### src/iect_pkg.sv
// What this block does
// - Enabling counting moves counter FFFFH to 0000H, toggles output 0, loads cycle shadow.
// - Interval mode: counter equal to cycle shadow clears, toggles output 0, cycle match.
// - Interval mode period is cycle compare value plus one count clocks.
// - Second compare is always shadowed and raises second match on equality.
// - Cycle compare 0000H: match and toggle on every count clock from the second.
// - Cycle compare FFFFH: count to FFFFH, clear next, match, no overflow flag.
// - Cycle compare writes reach the shadow at once; lowering past count wraps.
// - Second compare below cycle compare: one second match per cycle, output 1 toggles.
// - Second compare above cycle compare: no second match, output 1 unchanged.
// - Mode code 001 counts valid external edges; output 0 unused there.
// - Event mode: enable clears counter to 0000H, edges increment, shadow loaded.
// - Event mode: cycle compare plus one edges clear counter, raise cycle match.
// - Event mode with FFFFH: count to FFFFH, clear next, match, no overflow flag.
// - Event mode: lowering cycle compare below count wraps before the match.
// - Event mode: second match once per cycle when below, never when above.
// - Counter readback register returns the current 16-bit count.
// - Counter readback reads 0000H while counting is disabled.
package iect_pkg;
	localparam int CNT_W = 16;
	localparam logic [15:0] CNT_IDLE = 16'hFFFF;
	localparam logic [15:0] CNT_ZERO = 16'h0000;
	// Register byte offsets
	localparam logic [4:0] OFS_CTRL0 = 5'h00;
	localparam logic [4:0] OFS_CTRL1 = 5'h04;
	localparam logic [4:0] OFS_IOC   = 5'h08;
	localparam logic [4:0] OFS_CC0   = 5'h0C;
	localparam logic [4:0] OFS_CC1   = 5'h10;
	localparam logic [4:0] OFS_CNT   = 5'h14;
	localparam logic [4:0] OFS_STAT  = 5'h18;
	// Field positions
	localparam int CTRL0_RUN     = 0;
	localparam int CTRL0_PRE_LO  = 1;
	localparam int CTRL1_MODE_LO = 0;
	localparam int CTRL1_EXTCLK  = 5;
	localparam int IOC_OUT0_EN   = 0;
	localparam int IOC_OUT1_EN   = 1;
	localparam int IOC_EDGE_LO   = 2;
	// Mode codes
	localparam logic [2:0] MODE_INTERVAL = 3'h0;
	localparam logic [2:0] MODE_EVENT    = 3'h1;
	// Edge select codes
	localparam logic [1:0] EDGE_NONE = 2'h0;
	localparam logic [1:0] EDGE_RISE = 2'h1;
	localparam logic [1:0] EDGE_FALL = 2'h2;
	localparam logic [1:0] EDGE_BOTH = 2'h3;
	// Reset values
	localparam logic [3:0]  CTRL0_RST = 4'h0;
	localparam logic [5:0]  CTRL1_RST = 6'h00;
	localparam logic [3:0]  IOC_RST   = 4'h0;
	localparam logic [15:0] CC_RST    = 16'h0000;
	typedef enum logic [2:0] {
		ST_IDLE  = 3'b001,
		ST_START = 3'b010,
		ST_RUN   = 3'b100
	} iect_state_e;
endpackage

### src/iect_edge_sync.sv
`timescale 1ns/1ps
// Two-flop synchroniser and selectable edge detector for the event pin
module iect_edge_sync (
	input  wire logic       clk,      // System clock
	input  wire logic       rst,      // Async reset, high
	input  wire logic       pin,      // Asynchronous event pin
	input  wire logic [1:0] edge_sel, // Valid edge select
	output logic            edge_p    // One-cycle valid edge pulse
);
	logic meta_ff;
	logic sync_ff;
	logic prev_ff;

	// Synchroniser and history
	always_ff @(posedge clk or posedge rst) begin
		if (rst) begin
			meta_ff <= 1'b0;
			sync_ff <= 1'b0;
			prev_ff <= 1'b0;
		end else begin
			meta_ff <= pin;
			sync_ff <= meta_ff;
			prev_ff <= sync_ff;
		end
	end

	// Edge qualification
	always_comb begin
		case (edge_sel)
			iect_pkg::EDGE_RISE: edge_p = sync_ff & ~prev_ff;
			iect_pkg::EDGE_FALL: edge_p = ~sync_ff & prev_ff;
			iect_pkg::EDGE_BOTH: edge_p = sync_ff ^ prev_ff;
			default:             edge_p = 1'b0;
		endcase
	end
endmodule

### src/iect_prescaler.sv
`timescale 1ns/1ps
// Count clock enable: one pulse every 2^sel system clocks
module iect_prescaler #(
	parameter int SEL_W = 3 // Width of divider select
) (
	input  wire logic             clk,  // System clock
	input  wire logic             rst,  // Async reset, high
	input  wire logic             run,  // Divider runs while high
	input  wire logic [SEL_W-1:0] sel,  // Divide by 2^sel
	output logic                  tick  // One-cycle count enable
);
	localparam int DIV_W = (1 << SEL_W);
	logic [DIV_W-1:0] div_ff;
	logic [DIV_W-1:0] mask;

	if (SEL_W < 1 || SEL_W > 4) begin : g_bad_sel_w
		$error("iect_prescaler: SEL_W out of range");
	end

	// Free divider, restarted when stopped
	always_ff @(posedge clk or posedge rst) begin
		if (rst) begin
			div_ff <= '0;
		end else if (!run) begin
			div_ff <= '0;
		end else begin
			div_ff <= div_ff + 1'b1;
		end
	end

	// Tick when the selected low bits are all ones, one clock before they wrap to zero
	always_comb begin
		mask = DIV_W'((1 << sel) - 1);
		tick = run & ((div_ff & mask) == mask);
	end
endmodule

### src/iect_timer.sv
`timescale 1ns/1ps
// Interval / event count timer with classic Wishbone register access
module iect_timer #(
	parameter int PRE_W = 3 // Prescaler select width
) (
	input  wire logic        clk,              // System clock, 20 MHz
	input  wire logic        rst,              // Async reset, high
	input  wire logic        wb_cyc_i,         // Bus cycle
	input  wire logic        wb_stb_i,         // Strobe
	input  wire logic        wb_we_i,          // Write enable
	input  wire logic [4:0]  wb_adr_i,         // Byte address
	input  wire logic [3:0]  wb_sel_i,         // Byte lane selects
	input  wire logic [31:0] wb_dat_i,         // Write data
	output logic [31:0]      wb_dat_o,         // Read data
	output logic             wb_ack_o,         // Acknowledge
	input  wire logic        trigger_in_0,     // External event pin
	output logic             wave_out_0,       // Wave output 0
	output logic             wave_out_1,       // Wave output 1
	output logic             cycle_match_irq,  // Cycle match pulse
	output logic             second_match_irq, // Second match pulse
	output logic             overflow_irq      // Overflow pulse, unused here
);
	localparam int CNT_W = iect_pkg::CNT_W;

	if (PRE_W < 1 || PRE_W > 3) begin : g_bad_pre_w
		$error("iect_timer: PRE_W out of range");
	end

	// Registers
	logic                  count_run_bit_ff;
	logic [PRE_W-1:0]      pre_sel_ff;
	logic [2:0]            mode_select_field_ff;
	logic                  external_clock_select_ff;
	logic [3:0]            io_control_ff;
	logic [CNT_W-1:0]      cycle_compare_reg_ff;
	logic [CNT_W-1:0]      second_compare_reg_ff;
	logic [CNT_W-1:0]      cycle_compare_shadow_ff;
	logic [CNT_W-1:0]      second_compare_shadow_ff;
	logic [CNT_W-1:0]      cnt_ff;
	logic                  overflow_flag_ff;
	iect_pkg::iect_state_e state_ff;
	iect_pkg::iect_state_e nxt_state;
	logic                  ack_ff;
	logic [31:0]           dat_ff;
	logic                  wave0_ff;
	logic                  wave1_ff;
	logic                  cc0_irq_ff;
	logic                  cc1_irq_ff;

	// Decoded controls
	logic             bus_req;
	logic             wr_en;
	logic             mode_int;
	logic             mode_evt;
	logic             mode_ok;
	logic             evt_edge;
	logic             pre_tick;
	logic             tick;
	logic             run_tick;
	logic             hit0;
	logic             hit1;
	logic             out0_en;
	logic             out1_en;
	logic [CNT_W-1:0] count_readback;

	assign bus_req  = wb_cyc_i & wb_stb_i & ~ack_ff;
	assign wr_en    = bus_req & wb_we_i;
	assign mode_int = (mode_select_field_ff == iect_pkg::MODE_INTERVAL);
	assign mode_evt = (mode_select_field_ff == iect_pkg::MODE_EVENT);
	assign mode_ok  = mode_int | mode_evt;
	assign out0_en  = io_control_ff[iect_pkg::IOC_OUT0_EN];
	assign out1_en  = io_control_ff[iect_pkg::IOC_OUT1_EN];

	// Event pin synchroniser and edge select
	iect_edge_sync iect_edge_sync_i (
		.clk      (clk),
		.rst      (rst),
		.pin      (trigger_in_0),
		.edge_sel (io_control_ff[iect_pkg::IOC_EDGE_LO +: 2]),
		.edge_p   (evt_edge)
	);

	// Internal count clock divider
	iect_prescaler #(.SEL_W(PRE_W)) iect_prescaler_i (
		.clk  (clk),
		.rst  (rst),
		.run  (count_run_bit_ff),
		.sel  (pre_sel_ff),
		.tick (pre_tick)
	);

	// Count source: event edges in event mode or when external clock is chosen
	assign tick     = (mode_evt | external_clock_select_ff) ? evt_edge : pre_tick;
	assign run_tick = (state_ff == iect_pkg::ST_RUN) & tick;
	assign hit0     = run_tick & (cnt_ff == cycle_compare_shadow_ff);
	assign hit1     = run_tick & (cnt_ff == second_compare_shadow_ff);

	// Readback hides the idle FFFFH value
	assign count_readback = (state_ff == iect_pkg::ST_RUN) ? cnt_ff : iect_pkg::CNT_ZERO;

	// Wishbone acknowledge, one cycle per request
	always_ff @(posedge clk or posedge rst) begin
		if (rst) begin
			ack_ff <= 1'b0;
		end else begin
			ack_ff <= bus_req;
		end
	end

	// Read data capture
	always_ff @(posedge clk or posedge rst) begin
		if (rst) begin
			dat_ff <= 32'h0000_0000;
		end else if (bus_req) begin
			case (wb_adr_i)
				iect_pkg::OFS_CTRL0: dat_ff <= 32'({pre_sel_ff, count_run_bit_ff});
				iect_pkg::OFS_CTRL1: dat_ff <= 32'({external_clock_select_ff, 2'h0, mode_select_field_ff});
				iect_pkg::OFS_IOC:   dat_ff <= 32'(io_control_ff);
				iect_pkg::OFS_CC0:   dat_ff <= 32'(cycle_compare_reg_ff);
				iect_pkg::OFS_CC1:   dat_ff <= 32'(second_compare_reg_ff);
				iect_pkg::OFS_CNT:   dat_ff <= 32'(count_readback);
				iect_pkg::OFS_STAT:  dat_ff <= 32'({wave1_ff, wave0_ff, overflow_flag_ff});
				default:             dat_ff <= 32'h0000_0000;
			endcase
		end
	end

	assign wb_ack_o = ack_ff;
	assign wb_dat_o = dat_ff;

	// Control register writes
	always_ff @(posedge clk or posedge rst) begin
		if (rst) begin
			count_run_bit_ff         <= iect_pkg::CTRL0_RST[0];
			pre_sel_ff               <= PRE_W'(iect_pkg::CTRL0_RST[3:1]);
			mode_select_field_ff     <= iect_pkg::CTRL1_RST[2:0];
			external_clock_select_ff <= iect_pkg::CTRL1_RST[5];
			io_control_ff            <= iect_pkg::IOC_RST;
		end else if (wr_en && wb_sel_i[0]) begin
			case (wb_adr_i)
				iect_pkg::OFS_CTRL0: begin
					count_run_bit_ff <= wb_dat_i[iect_pkg::CTRL0_RUN];
					pre_sel_ff       <= wb_dat_i[iect_pkg::CTRL0_PRE_LO +: PRE_W];
				end
				iect_pkg::OFS_CTRL1: begin
					mode_select_field_ff     <= wb_dat_i[iect_pkg::CTRL1_MODE_LO +: 3];
					external_clock_select_ff <= wb_dat_i[iect_pkg::CTRL1_EXTCLK];
				end
				iect_pkg::OFS_IOC: begin
					io_control_ff <= wb_dat_i[3:0];
				end
				default: begin
				end
			endcase
		end
	end

	// Compare registers, byte lane writes
	always_ff @(posedge clk or posedge rst) begin
		if (rst) begin
			cycle_compare_reg_ff  <= iect_pkg::CC_RST;
			second_compare_reg_ff <= iect_pkg::CC_RST;
		end else if (wr_en) begin
			if (wb_adr_i == iect_pkg::OFS_CC0) begin
				if (wb_sel_i[0]) cycle_compare_reg_ff[7:0] <= wb_dat_i[7:0];
				if (wb_sel_i[1]) cycle_compare_reg_ff[15:8] <= wb_dat_i[15:8];
			end
			if (wb_adr_i == iect_pkg::OFS_CC1) begin
				if (wb_sel_i[0]) second_compare_reg_ff[7:0] <= wb_dat_i[7:0];
				if (wb_sel_i[1]) second_compare_reg_ff[15:8] <= wb_dat_i[15:8];
			end
		end
	end

	// Shadows: loaded at start and follow every write while counting
	always_ff @(posedge clk or posedge rst) begin
		if (rst) begin
			cycle_compare_shadow_ff  <= iect_pkg::CC_RST;
			second_compare_shadow_ff <= iect_pkg::CC_RST;
		end else if (state_ff == iect_pkg::ST_RUN) begin
			cycle_compare_shadow_ff  <= cycle_compare_reg_ff;
			second_compare_shadow_ff <= second_compare_reg_ff;
		end else if (nxt_state == iect_pkg::ST_RUN) begin
			cycle_compare_shadow_ff  <= cycle_compare_reg_ff;
			second_compare_shadow_ff <= second_compare_reg_ff;
		end
	end

	// Run sequencing
	always_comb begin
		nxt_state = state_ff;
		case (state_ff)
			iect_pkg::ST_IDLE: begin
				if (count_run_bit_ff && mode_evt) begin
					nxt_state = iect_pkg::ST_RUN;
				end else if (count_run_bit_ff && mode_int) begin
					nxt_state = iect_pkg::ST_START;
				end
			end
			iect_pkg::ST_START: begin
				if (!count_run_bit_ff || !mode_ok) begin
					nxt_state = iect_pkg::ST_IDLE;
				end else if (tick) begin
					nxt_state = iect_pkg::ST_RUN;
				end
			end
			iect_pkg::ST_RUN: begin
				if (!count_run_bit_ff || !mode_ok) begin
					nxt_state = iect_pkg::ST_IDLE;
				end
			end
			default: nxt_state = iect_pkg::ST_IDLE;
		endcase
	end

	always_ff @(posedge clk or posedge rst) begin
		if (rst) begin
			state_ff <= iect_pkg::ST_IDLE;
		end else begin
			state_ff <= nxt_state;
		end
	end

	// Counter: FFFFH idle, cleared on start and on cycle match, else increments
	always_ff @(posedge clk or posedge rst) begin
		if (rst) begin
			cnt_ff <= iect_pkg::CNT_IDLE;
		end else if (nxt_state == iect_pkg::ST_IDLE) begin
			cnt_ff <= iect_pkg::CNT_IDLE;
		end else if (state_ff != iect_pkg::ST_RUN && nxt_state == iect_pkg::ST_RUN) begin
			cnt_ff <= iect_pkg::CNT_ZERO;
		end else if (hit0) begin
			cnt_ff <= iect_pkg::CNT_ZERO;
		end else if (run_tick) begin
			cnt_ff <= cnt_ff + 1'b1;
		end
	end

	// Overflow flag never set by these modes, even on FFFFH wrap
	always_ff @(posedge clk or posedge rst) begin
		if (rst) begin
			overflow_flag_ff <= 1'b0;
		end else if (wr_en && wb_adr_i == iect_pkg::OFS_STAT && wb_sel_i[0] && !wb_dat_i[0]) begin
			overflow_flag_ff <= 1'b0;
		end
	end

	assign overflow_irq = 1'b0;

	// Wave 0 toggles on start and cycle match, wave 1 on second match, in interval mode only
	always_ff @(posedge clk or posedge rst) begin
		if (rst) begin
			wave0_ff <= 1'b0;
			wave1_ff <= 1'b0;
		end else begin
			if (mode_int && out0_en && state_ff == iect_pkg::ST_START && nxt_state == iect_pkg::ST_RUN) begin
				wave0_ff <= ~wave0_ff;
			end else if (mode_int && out0_en && hit0) begin
				wave0_ff <= ~wave0_ff;
			end
			if (mode_int && out1_en && hit1) begin
				wave1_ff <= ~wave1_ff;
			end
		end
	end

	assign wave_out_0 = wave0_ff;
	assign wave_out_1 = wave1_ff;

	// Match pulses, one system clock each
	always_ff @(posedge clk or posedge rst) begin
		if (rst) begin
			cc0_irq_ff <= 1'b0;
			cc1_irq_ff <= 1'b0;
		end else begin
			cc0_irq_ff <= hit0;
			cc1_irq_ff <= hit1;
		end
	end

	assign cycle_match_irq  = cc0_irq_ff;
	assign second_match_irq = cc1_irq_ff;

	// Checks
	property p_start_clear;
		@(posedge clk) disable iff (rst)
		(state_ff == iect_pkg::ST_START && tick && count_run_bit_ff && mode_int)
		|=> (state_ff == iect_pkg::ST_RUN && cnt_ff == 16'h0000);
	endproperty
	a_start_clear: assert property (p_start_clear) else $error("start did not clear counter");

	property p_match_clear;
		@(posedge clk) disable iff (rst)
		(run_tick && cnt_ff == cycle_compare_shadow_ff && count_run_bit_ff && mode_ok)
		|=> (cnt_ff == 16'h0000 && cycle_match_irq);
	endproperty
	a_match_clear: assert property (p_match_clear) else $error("cycle match missed");

	property p_irq_cause;
		@(posedge clk) disable iff (rst)
		cycle_match_irq |-> $past(run_tick) && $past(cnt_ff) == $past(cycle_compare_shadow_ff);
	endproperty
	a_irq_cause: assert property (p_irq_cause) else $error("cycle match without cause");

	property p_wave0_toggle;
		@(posedge clk) disable iff (rst)
		(hit0 && mode_int && out0_en) |=> (wave_out_0 != $past(wave_out_0));
	endproperty
	a_wave0_toggle: assert property (p_wave0_toggle) else $error("wave 0 did not toggle");

	property p_second_match;
		@(posedge clk) disable iff (rst)
		(run_tick && cnt_ff == second_compare_shadow_ff) |=> second_match_irq;
	endproperty
	a_second_match: assert property (p_second_match) else $error("second match missed");

	property p_readback_idle;
		@(posedge clk) disable iff (rst)
		(bus_req && !wb_we_i && wb_adr_i == iect_pkg::OFS_CNT && state_ff != iect_pkg::ST_RUN)
		|=> (wb_dat_o == 32'h0000_0000);
	endproperty
	a_readback_idle: assert property (p_readback_idle) else $error("readback not zero when stopped");

	property p_shadow_follow;
		@(posedge clk) disable iff (rst)
		(state_ff == iect_pkg::ST_RUN && wr_en && wb_adr_i == iect_pkg::OFS_CC0 && wb_sel_i[1:0] == 2'b11)
		##1 (state_ff == iect_pkg::ST_RUN) |=> (cycle_compare_shadow_ff == $past(wb_dat_i[15:0], 2));
	endproperty
	a_shadow_follow: assert property (p_shadow_follow) else $error("shadow did not follow write");

	property p_wrap_no_match;
		@(posedge clk) disable iff (rst)
		(run_tick && cnt_ff == 16'hFFFF && cycle_compare_shadow_ff != 16'hFFFF && count_run_bit_ff && mode_ok)
		|=> (cnt_ff == 16'h0000 && !cycle_match_irq && !overflow_flag_ff);
	endproperty
	a_wrap_no_match: assert property (p_wrap_no_match) else $error("wrap raised match or overflow");

	property p_event_start;
		@(posedge clk) disable iff (rst)
		(state_ff == iect_pkg::ST_IDLE && count_run_bit_ff && mode_evt)
		|=> (state_ff == iect_pkg::ST_RUN && cnt_ff == 16'h0000 && $stable(wave_out_0));
	endproperty
	a_event_start: assert property (p_event_start) else $error("event start wrong");

	property p_wave1_hold;
		@(posedge clk) disable iff (rst)
		!hit1 |=> $stable(wave_out_1);
	endproperty
	a_wave1_hold: assert property (p_wave1_hold) else $error("wave 1 changed without match");

	c_interval_match: cover property (@(posedge clk) disable iff (rst) mode_int && cycle_match_irq);
	c_event_match:    cover property (@(posedge clk) disable iff (rst) mode_evt && cycle_match_irq);
	c_second_match:   cover property (@(posedge clk) disable iff (rst) second_match_irq ##1 !second_match_irq);
	c_back_to_back:   cover property (@(posedge clk) disable iff (rst) cycle_match_irq ##1 cycle_match_irq);
endmodule
### config.mk
export PLATFORM = sky130hd
export DESIGN_NAME = iect_timer
export DESIGN_NICKNAME = d
export VERILOG_FILES = /design/src/iect_pkg.sv /design/src/iect_edge_sync.sv /design/src/iect_prescaler.sv /design/src/iect_timer.sv
export SDC_FILE = /design/constraint.sdc
export NUM_CORES = 1
export LEC_CHECK = 0
export BUFFER_PORTS_ARGS = -buffer_cell sky130_fd_sc_hd__buf_2
export CAP_MARGIN = 20
export CORE_ASPECT_RATIO = 0.75
export CORE_MARGIN = 5
export CORE_UTILIZATION = 55
export CTS_CLUSTER_SIZE = 20
export DETAILED_ROUTE_END_ITERATION = 6
export GPL_TIMING_DRIVEN = 0
export PLACE_DENSITY = 0.73
export SLEW_MARGIN = 0
export SYNTH_ARGS = -nofsm -noshare
export SYNTH_HDL_FRONTEND = slang
export SYNTH_HIERARCHICAL = 1
export SYNTH_SLANG_ARGS = --single-unit
### constraint.sdc
create_clock -name clk -period 4.7 [get_ports clk]
set_input_delay 0.705 -clock clk [delete_from_list [all_inputs] [get_ports clk]]
set_output_delay 0.705 -clock clk [all_outputs]
set_load 0.02 [all_outputs]
# ---- Word level (Yosys, flattened, before mapping)
# Cells that the tools add are included.
dict set report word_totals {
  reg_bits 143
  word_cells 110
}
dict set report op_classes {
  n_addsub 3
  n_eq_ne 19
  shift 1
  n_mux 21
  n_reduce_logical 25
  bitwise_logic 18
}
# cell count
set ops {}
lappend ops {{16-bit two-way mux} 9}
lappend ops {{16-bit one-hot mux with 7 select lines} 1}
lappend ops {{16-bit equality test} 2}
lappend ops {{16-bit by 1-bit adder with 16-bit output (second input constant)} 1}
lappend ops {{5-bit equality test (second input constant)} 3}
lappend ops {{3-bit two-way mux} 5}
lappend ops {{3-bit AND reduction} 4}
lappend ops {{5-bit by 4-bit equality test with 1-bit output (second input constant)} 2}
lappend ops {{1-bit logical AND} 10}
lappend ops {{1-bit AND} 9}
lappend ops {{3-bit by 1-bit equality test with 1-bit output (second input constant)} 3}
lappend ops {{3-bit one-hot mux with 3 select lines} 1}
lappend ops {{8-bit by 1-bit adder with 8-bit output (second input constant)} 1}
lappend ops {{8-bit AND} 1}
lappend ops {{8-bit equality test} 1}
lappend ops {{8-bit two-way mux} 1}
lappend ops {{1-bit by 3-bit << shifter with 8-bit output (first input constant)} 1}
lappend ops {{8-bit by 2-bit subtractor with 8-bit output (second input constant)} 1}
lappend ops {{3-bit equality test (second input constant)} 2}
lappend ops {{2-bit AND reduction} 3}
lappend ops {{5-bit by 3-bit equality test with 1-bit output (second input constant)} 1}
lappend ops {{5-bit zero test} 1}
lappend ops {{1-bit inverter} 5}
lappend ops {{2-bit equality test (second input constant)} 2}
lappend ops {{other kinds (12)} 17}

# ---- Longest topological paths before layout
dict set report depth {
  depth_word 13
  ltp_mapped 12
  depth_no_buf 10
}

# ---- By module
# Netlist, hierarchy kept.
# module seq_area_each_um2 instances area_per_inst_um2 cells_each
set by_module_without_submodules {}
lappend by_module_without_submodules {iect_timer 2924.1 1 5828.1 511}
lappend by_module_without_submodules {iect_prescaler 175.2 1 364.1 36}
lappend by_module_without_submodules {iect_edge_sync 75.1 1 137.6 13}

# ---- Worst setup path before layout
# Ideal clock, no wire load.
dict set report synth_path {
  kind {input to register}
  start {in wb_adr_i[2]}
  end {reg second_compare_reg_ff[10]}
  path_buffers 2
  cell_stages 6
  t_required_ps 4575
  setup_slack_ps 2246
  setup_ps 125
  arrival_ps 2329
  path_cell_list {clkbuf_1 or4b_1 nor2_1 and4_1 buf_2 mux2_2}
}
dict set report synth_between {
  elab_chain_cells 2
}
# item line
set synth_lines {}
lappend synth_lines {{from (decl)} iect_timer.sv:11} ;# input wire logic [4:0] wb_adr_i,
lappend synth_lines {{5-bit equality test} iect_timer.sv:168} ;# if (wb_adr_i == iect_pkg::OFS_CC1) begin
lappend synth_lines {{3-bit AND reduction (no source line)} -}
lappend synth_lines {{to (signal assigned)} iect_timer.sv:162} ;# second_compare_reg_ff <= iect_pkg::CC_RST;
lappend synth_lines {{to (signal assigned)} iect_timer.sv:170} ;# if (wb_sel_i[1]) second_compare_reg_ff[15:8] <= wb_dat_i[15:8];
lappend synth_lines {{to (decl)} iect_timer.sv:36} ;# logic [CNT_W-1:0] second_compare_reg_ff;
# Every way passes these cells.
# A chain may end at the register's enable or synchronous reset.

# ---- Final worst setup path
dict set report layout_path {
  start {reg iect_edge_sync_i.sync_ff}
  end {reg cnt_ff[10]}
}
dict set report layout_between {
  elab_chain_cells 11
  word_cells_on_any_way 18
}
# item line
set layout_lines {}
lappend layout_lines {{from (decl)} iect_edge_sync.sv:11} ;# logic sync_ff;
lappend layout_lines {{from (signal assigned)} iect_edge_sync.sv:22} ;# sync_ff <= meta_ff;
lappend layout_lines {{1-bit inverter} iect_edge_sync.sv:31} ;# iect_pkg::EDGE_FALL: edge_p = ~sync_ff & prev_ff;
lappend layout_lines {{1-bit AND} iect_edge_sync.sv:31}
lappend layout_lines {{1-bit one-hot mux with 3 select lines (*)} iect_edge_sync.sv:29} ;# case (edge_sel)
lappend layout_lines {{via evt_edge} iect_timer.sv:56} ;# logic evt_edge;
lappend layout_lines {{1-bit two-way mux (*)} iect_timer.sv:93} ;# assign tick = (mode_evt | external_clock_select_ff) ? evt_edge : pre_tick;
lappend layout_lines {{3-bit two-way mux} iect_timer.sv:203} ;# end else if (tick) begin
lappend layout_lines {{3-bit two-way mux} iect_timer.sv:201} ;# if (!count_run_bit_ff || !mode_ok) begin
lappend layout_lines {{3-bit one-hot mux with 3 select lines} iect_timer.sv:192} ;# case (state_ff)
lappend layout_lines {{3-bit equality test} iect_timer.sv:230} ;# end else if (state_ff != iect_pkg::ST_RUN && nxt_state == iect_pkg::ST_RUN) begin
lappend layout_lines {{1-bit logical AND} iect_timer.sv:230}
lappend layout_lines {{16-bit two-way mux} iect_timer.sv:230}
lappend layout_lines {{16-bit two-way mux} iect_timer.sv:228} ;# end else if (nxt_state == iect_pkg::ST_IDLE) begin
lappend layout_lines {{to (signal assigned)} iect_timer.sv:227} ;# cnt_ff <= iect_pkg::CNT_IDLE;
lappend layout_lines {{to (signal assigned)} iect_timer.sv:229} ;# cnt_ff <= iect_pkg::CNT_IDLE;
lappend layout_lines {{to (signal assigned)} iect_timer.sv:231} ;# cnt_ff <= iect_pkg::CNT_ZERO;
lappend layout_lines {{to (decl)} iect_timer.sv:39} ;# logic [CNT_W-1:0] cnt_ff;
# Mark *: on every way through the listed nets, which the timed path passes. The rest lies on a longest branch.

==> flow_summary.json <==
{
  "status": "completed",
  "fin_nets": 695,
  "grt_pass1_vias": 4866,
  "max_cap_viol_count": 0,
  "slew_viol_final": 0,
  "critPathMaxStageDelay_ns": 0.52,
  "cp_common_cell": "o21ai_1",
  "arrival_ns": 3.41,
  "postCtsHoldBufs": 0,
  "die-area_um2": 13780,
  "core_um2": 11110,
  "initial_utilization_pct": 56.99,
  "cts.sinks": 126,
  "row_count": 33,
  "crit_slowest_cell": "nor2_1",
  "synthTopCellsByArea": "dfrtp_1 43%, mux2_2 8.2%, dfstp_2 7.1%, mux2_1 5.9%, xor2_1 4.8%",
  "worstPathMaxFanout": 10,
  "clock-root-buffer": "clkbuf_16",
  "ir_drop_uv": 309.1,
  "cts_setup_buffers": 0,
  "detail-route-antenna-nets": 0,
  "ys_seq_area_share_pct": 50.15,
  "post_dp_cell_area_um2": 6835,
  "ys_async_sr_fraction_pct": 100.0,
  "holdWs_ns": 0.1937,
  "yosys_most_used_dff": "dfrtp_1",
  "grt_pass1_wl_um": 25990,
  "met3WireLength_um": 1188,
  "layout_common_cells": "109 x dfrtp_1, 53 x buf_2, 46 x mux2_2",
  "synth.avg_cell_area_um2": 11.30,
  "ys_types": 64,
  "hold_violations": 0,
  "synth_edf_count": 0,
  "met2_length_um": 7566,
  "yosysWarnings": 6,
  "layout_commonest_cell": "dfrtp_1",
  "wl_per_cell_um": 20.58,
  "synthesis.area_um2": 6330,
  "hpwlAfterDp_um": 11660,
  "finalClockSkew_ns": 0.01102,
  "min_period_ns": 3.081,
  "nFillCells": 830,
  "drt-initial-drc-count": 545,
  "ff_latch_area_um2": 3174,
  "cts_buffer_depth": 2,
  "drive_above_1_share_pct": 27.09,
  "worstSetupPathType": "register to register",
  "die_height_um": 102.9,
  "leakagePower_nw": 3.477,
  "setup_viol": 0,
  "wl_met1_um": 7405,
  "gr-total-overflow": 0,
  "grt_max_degree": 74,
  "max_freq_mhz": 324.6,
  "io_pins": 85,
  "drc": 0,
  "p_per_area_nw_per_um2": 344.2,
  "worstMarginPinSlew_ns": 0.8064,
  "track_usage_pct": 24.73,
  "die_w_um": 133.9,
  "rsz0062_at_grt": "false",
  "top_layer": "met4",
  "antenna_found_initial": 0,
  "h-tree-depth": 4,
  "period_share_pct": 65.55,
  "worstPathCellList": "inv_1 > ha_1 > nor2b_1 > o21ai_1 > o21ai_1 > nor4bb_1 > a311oi_2 > nor2_1 > clkbuf_1 > nand3_1 > o211ai_1",
  "fin_area_um2": 7420,
  "cts_tree": "yes",
  "synth_top_area_cell": "dfrtp_1",
  "cts_buffers": 17,
  "multi_input_area_um2": 2864,
  "insertion_delay_ns": 0.43,
  "ys_ff_latch": 126,
  "antenna_cells": 0,
  "gp_congestion": 0.8861,
  "vias": 4889,
  "slew_headroom_pct": 45.95,
  "syn2layout_area_growth_pct": 17.22,
  "netlist_instances": 560,
  "yosysTopAreaCellShare_pct": 43.09,
  "routed_wirelength_um": 16400,
  "io_buffers": 48,
  "required_ns": 5.03,
  "startpoint_type": "register",
  "hold_path.class": "primary input to asynchronous set/reset pin",
  "post_cts_resized": 0,
  "first_pass_iters": 6,
  "endpoint_kind": "register",
  "clk_pin_slew_ns": 0.06,
  "routed_via_density": 6.134
}
final timing paths:
path | startpoint | to | slack (ns) | depth (start not counted)
setup / recovery | iect_edge_sync_i/sync_ff$_DFF_PP0_ | cnt_ff[10]$_DFFE_PP1P_ | 1.62 | 11
setup reg to reg | iect_edge_sync_i/sync_ff$_DFF_PP0_ | cnt_ff[10]$_DFFE_PP1P_ | 1.62 | 11
hold reg to reg | iect_edge_sync_i/meta_ff$_DFF_PP0_ | iect_edge_sync_i/sync_ff$_DFF_PP0_ | 0.36 | 0
hold / removal | rst | iect_edge_sync_i/meta_ff$_DFF_PP0_ | 0.19 | 2
min in group clk | iect_edge_sync_i/meta_ff$_DFF_PP0_ | iect_edge_sync_i/sync_ff$_DFF_PP0_ | 0.36 | 0
max in group asynchronous | rst | cnt_ff[12]$_DFFE_PP1P_ | 3.54 | 3
routing by layer:
| layer | track usage [%] | up-vias |
|---|---|---|
| met1 | 34.38 | 2460 |
| met3 | 5.854 | 23 |
| met2 | 38.77 | 216 |
| met4 | 8.379 | 0 |
| met5 | 0 | - |
| li1 | - | 2190 |
flip-flops by register name, summed over array words and instances, names as in the netlist:
signal                    flops
wave_out_0                    1
second_compare_shadow_ff     16
wave_out_1                    1
cnt_ff                       16
second_match_irq              1
cycle_match_irq               1
state_ff                      3
cycle_compare_shadow_ff      16
iect_prescaler_i/div_ff       7
cycle_compare_reg_ff         16
io_control_ff                 4
wb_dat_o                     16
mode_select_field_ff          3
wb_ack_o                      1
second_compare_reg_ff        16
count_run_bit_ff              1
pre_sel_ff                    3
iect_edge_sync_i/prev_ff      1
iect_edge_sync_i/sync_ff      1
iect_edge_sync_i/meta_ff      1
external_clock_select_ff      1
synthesized netlist by cell type, types with 3 or more instances:
cell / number
a31oi_1: 11
inv_1: 11
xor2_1: 35
and2_1: 6
o21a_1: 4
a222oi_1: 15
ha_1: 4
nand3_1: 33
mux2_1: 33
nor4_1: 10
buf_4: 18
nor3_1: 6
nand3b_1: 3
nor2_1: 13
nand2_1: 33
nand2b_1: 5
dfstp_2: 17
o21ai_1: 3
o2111ai_1: 3
nand4_1: 10
dfrtp_1: 109
o21ai_0: 21
and3_1: 3
and4_1: 5
o211ai_1: 4
buf_2: 5
xnor2_1: 4
nor2b_1: 6
mux2_2: 46
a311oi_1: 3
a21oi_1: 6
clkbuf_1: 29
buf_6: 3
or3_1: 4
report_power, final:
| part | internal [W] | leakage, nW | switching, W |
|---|---|---|---|
| Clock | 0.000798 | 0.275 | 0.000507 |
| Combinational | 0.0000464 | 1.52 | 0.0000757 |
| Sequential | 0.00111 | 1.69 | 0.0000204 |
| Total | 0.00195 | 3.48 | 0.000603 |
worst max-delay path: cells and delay by family, from the launching register on:
| family | cells | cell delay, ns |
|---|---|---|
| simple gates | 4 | 1.28 |
| compound gates | 4 | 0.55 |
| buf+inv | 2 | 0.48 |
| flops | 1 | 0.37 |
| fa+ha+maj | 1 | 0.29 |
cells by family (layout without fill, tap and decap cells):
family	after synthesis	count (layout)	synth area share, %
AND/OR/NAND/NOR	154	154	13.52
flip-flops	126	126	50.15
adder cells (fa/ha/maj)	4	4	0.7907
other	1	17	0.05924
multiplexers	81	81	14.37
XOR/XNOR	39	39	5.396
AO/OA/AOI/OAI	87	87	10.16
buffers and inverters	68	149	5.554
stage by stage:
step	TNS [ns]	total power, W	utilization [%]	cells	setup slack, ns
4_1_cts	0	0.002559	66.80	797	1.618
3_3_place_gp	-30.31	0.001256	61.27	764	-0.3088
5_1_grt	0	0.002628	66.80	797	1.380
3_5_place_dp	0	0.001265	61.54	765	1.684
6_report	0	0.002553	66.80	797	1.619
2_1_floorplan	0	0.001218	-	576	0.9507
final cells by class:
type / count / share of cell area [%]
Clock buffer: 20 / 6.020
Tap cell: 140 / 2.361
Clock inverter: 12 / 1.855
Multi-Input combinational cell: 382 / 38.60
Sequential cell: 126 / 42.78
Inverter: 12 / 0.6408
Timing Repair Buffer: 49 / 3.609
Buffer: 56 / 4.132
Note: power is estimated with default switching activity, not from simulation.
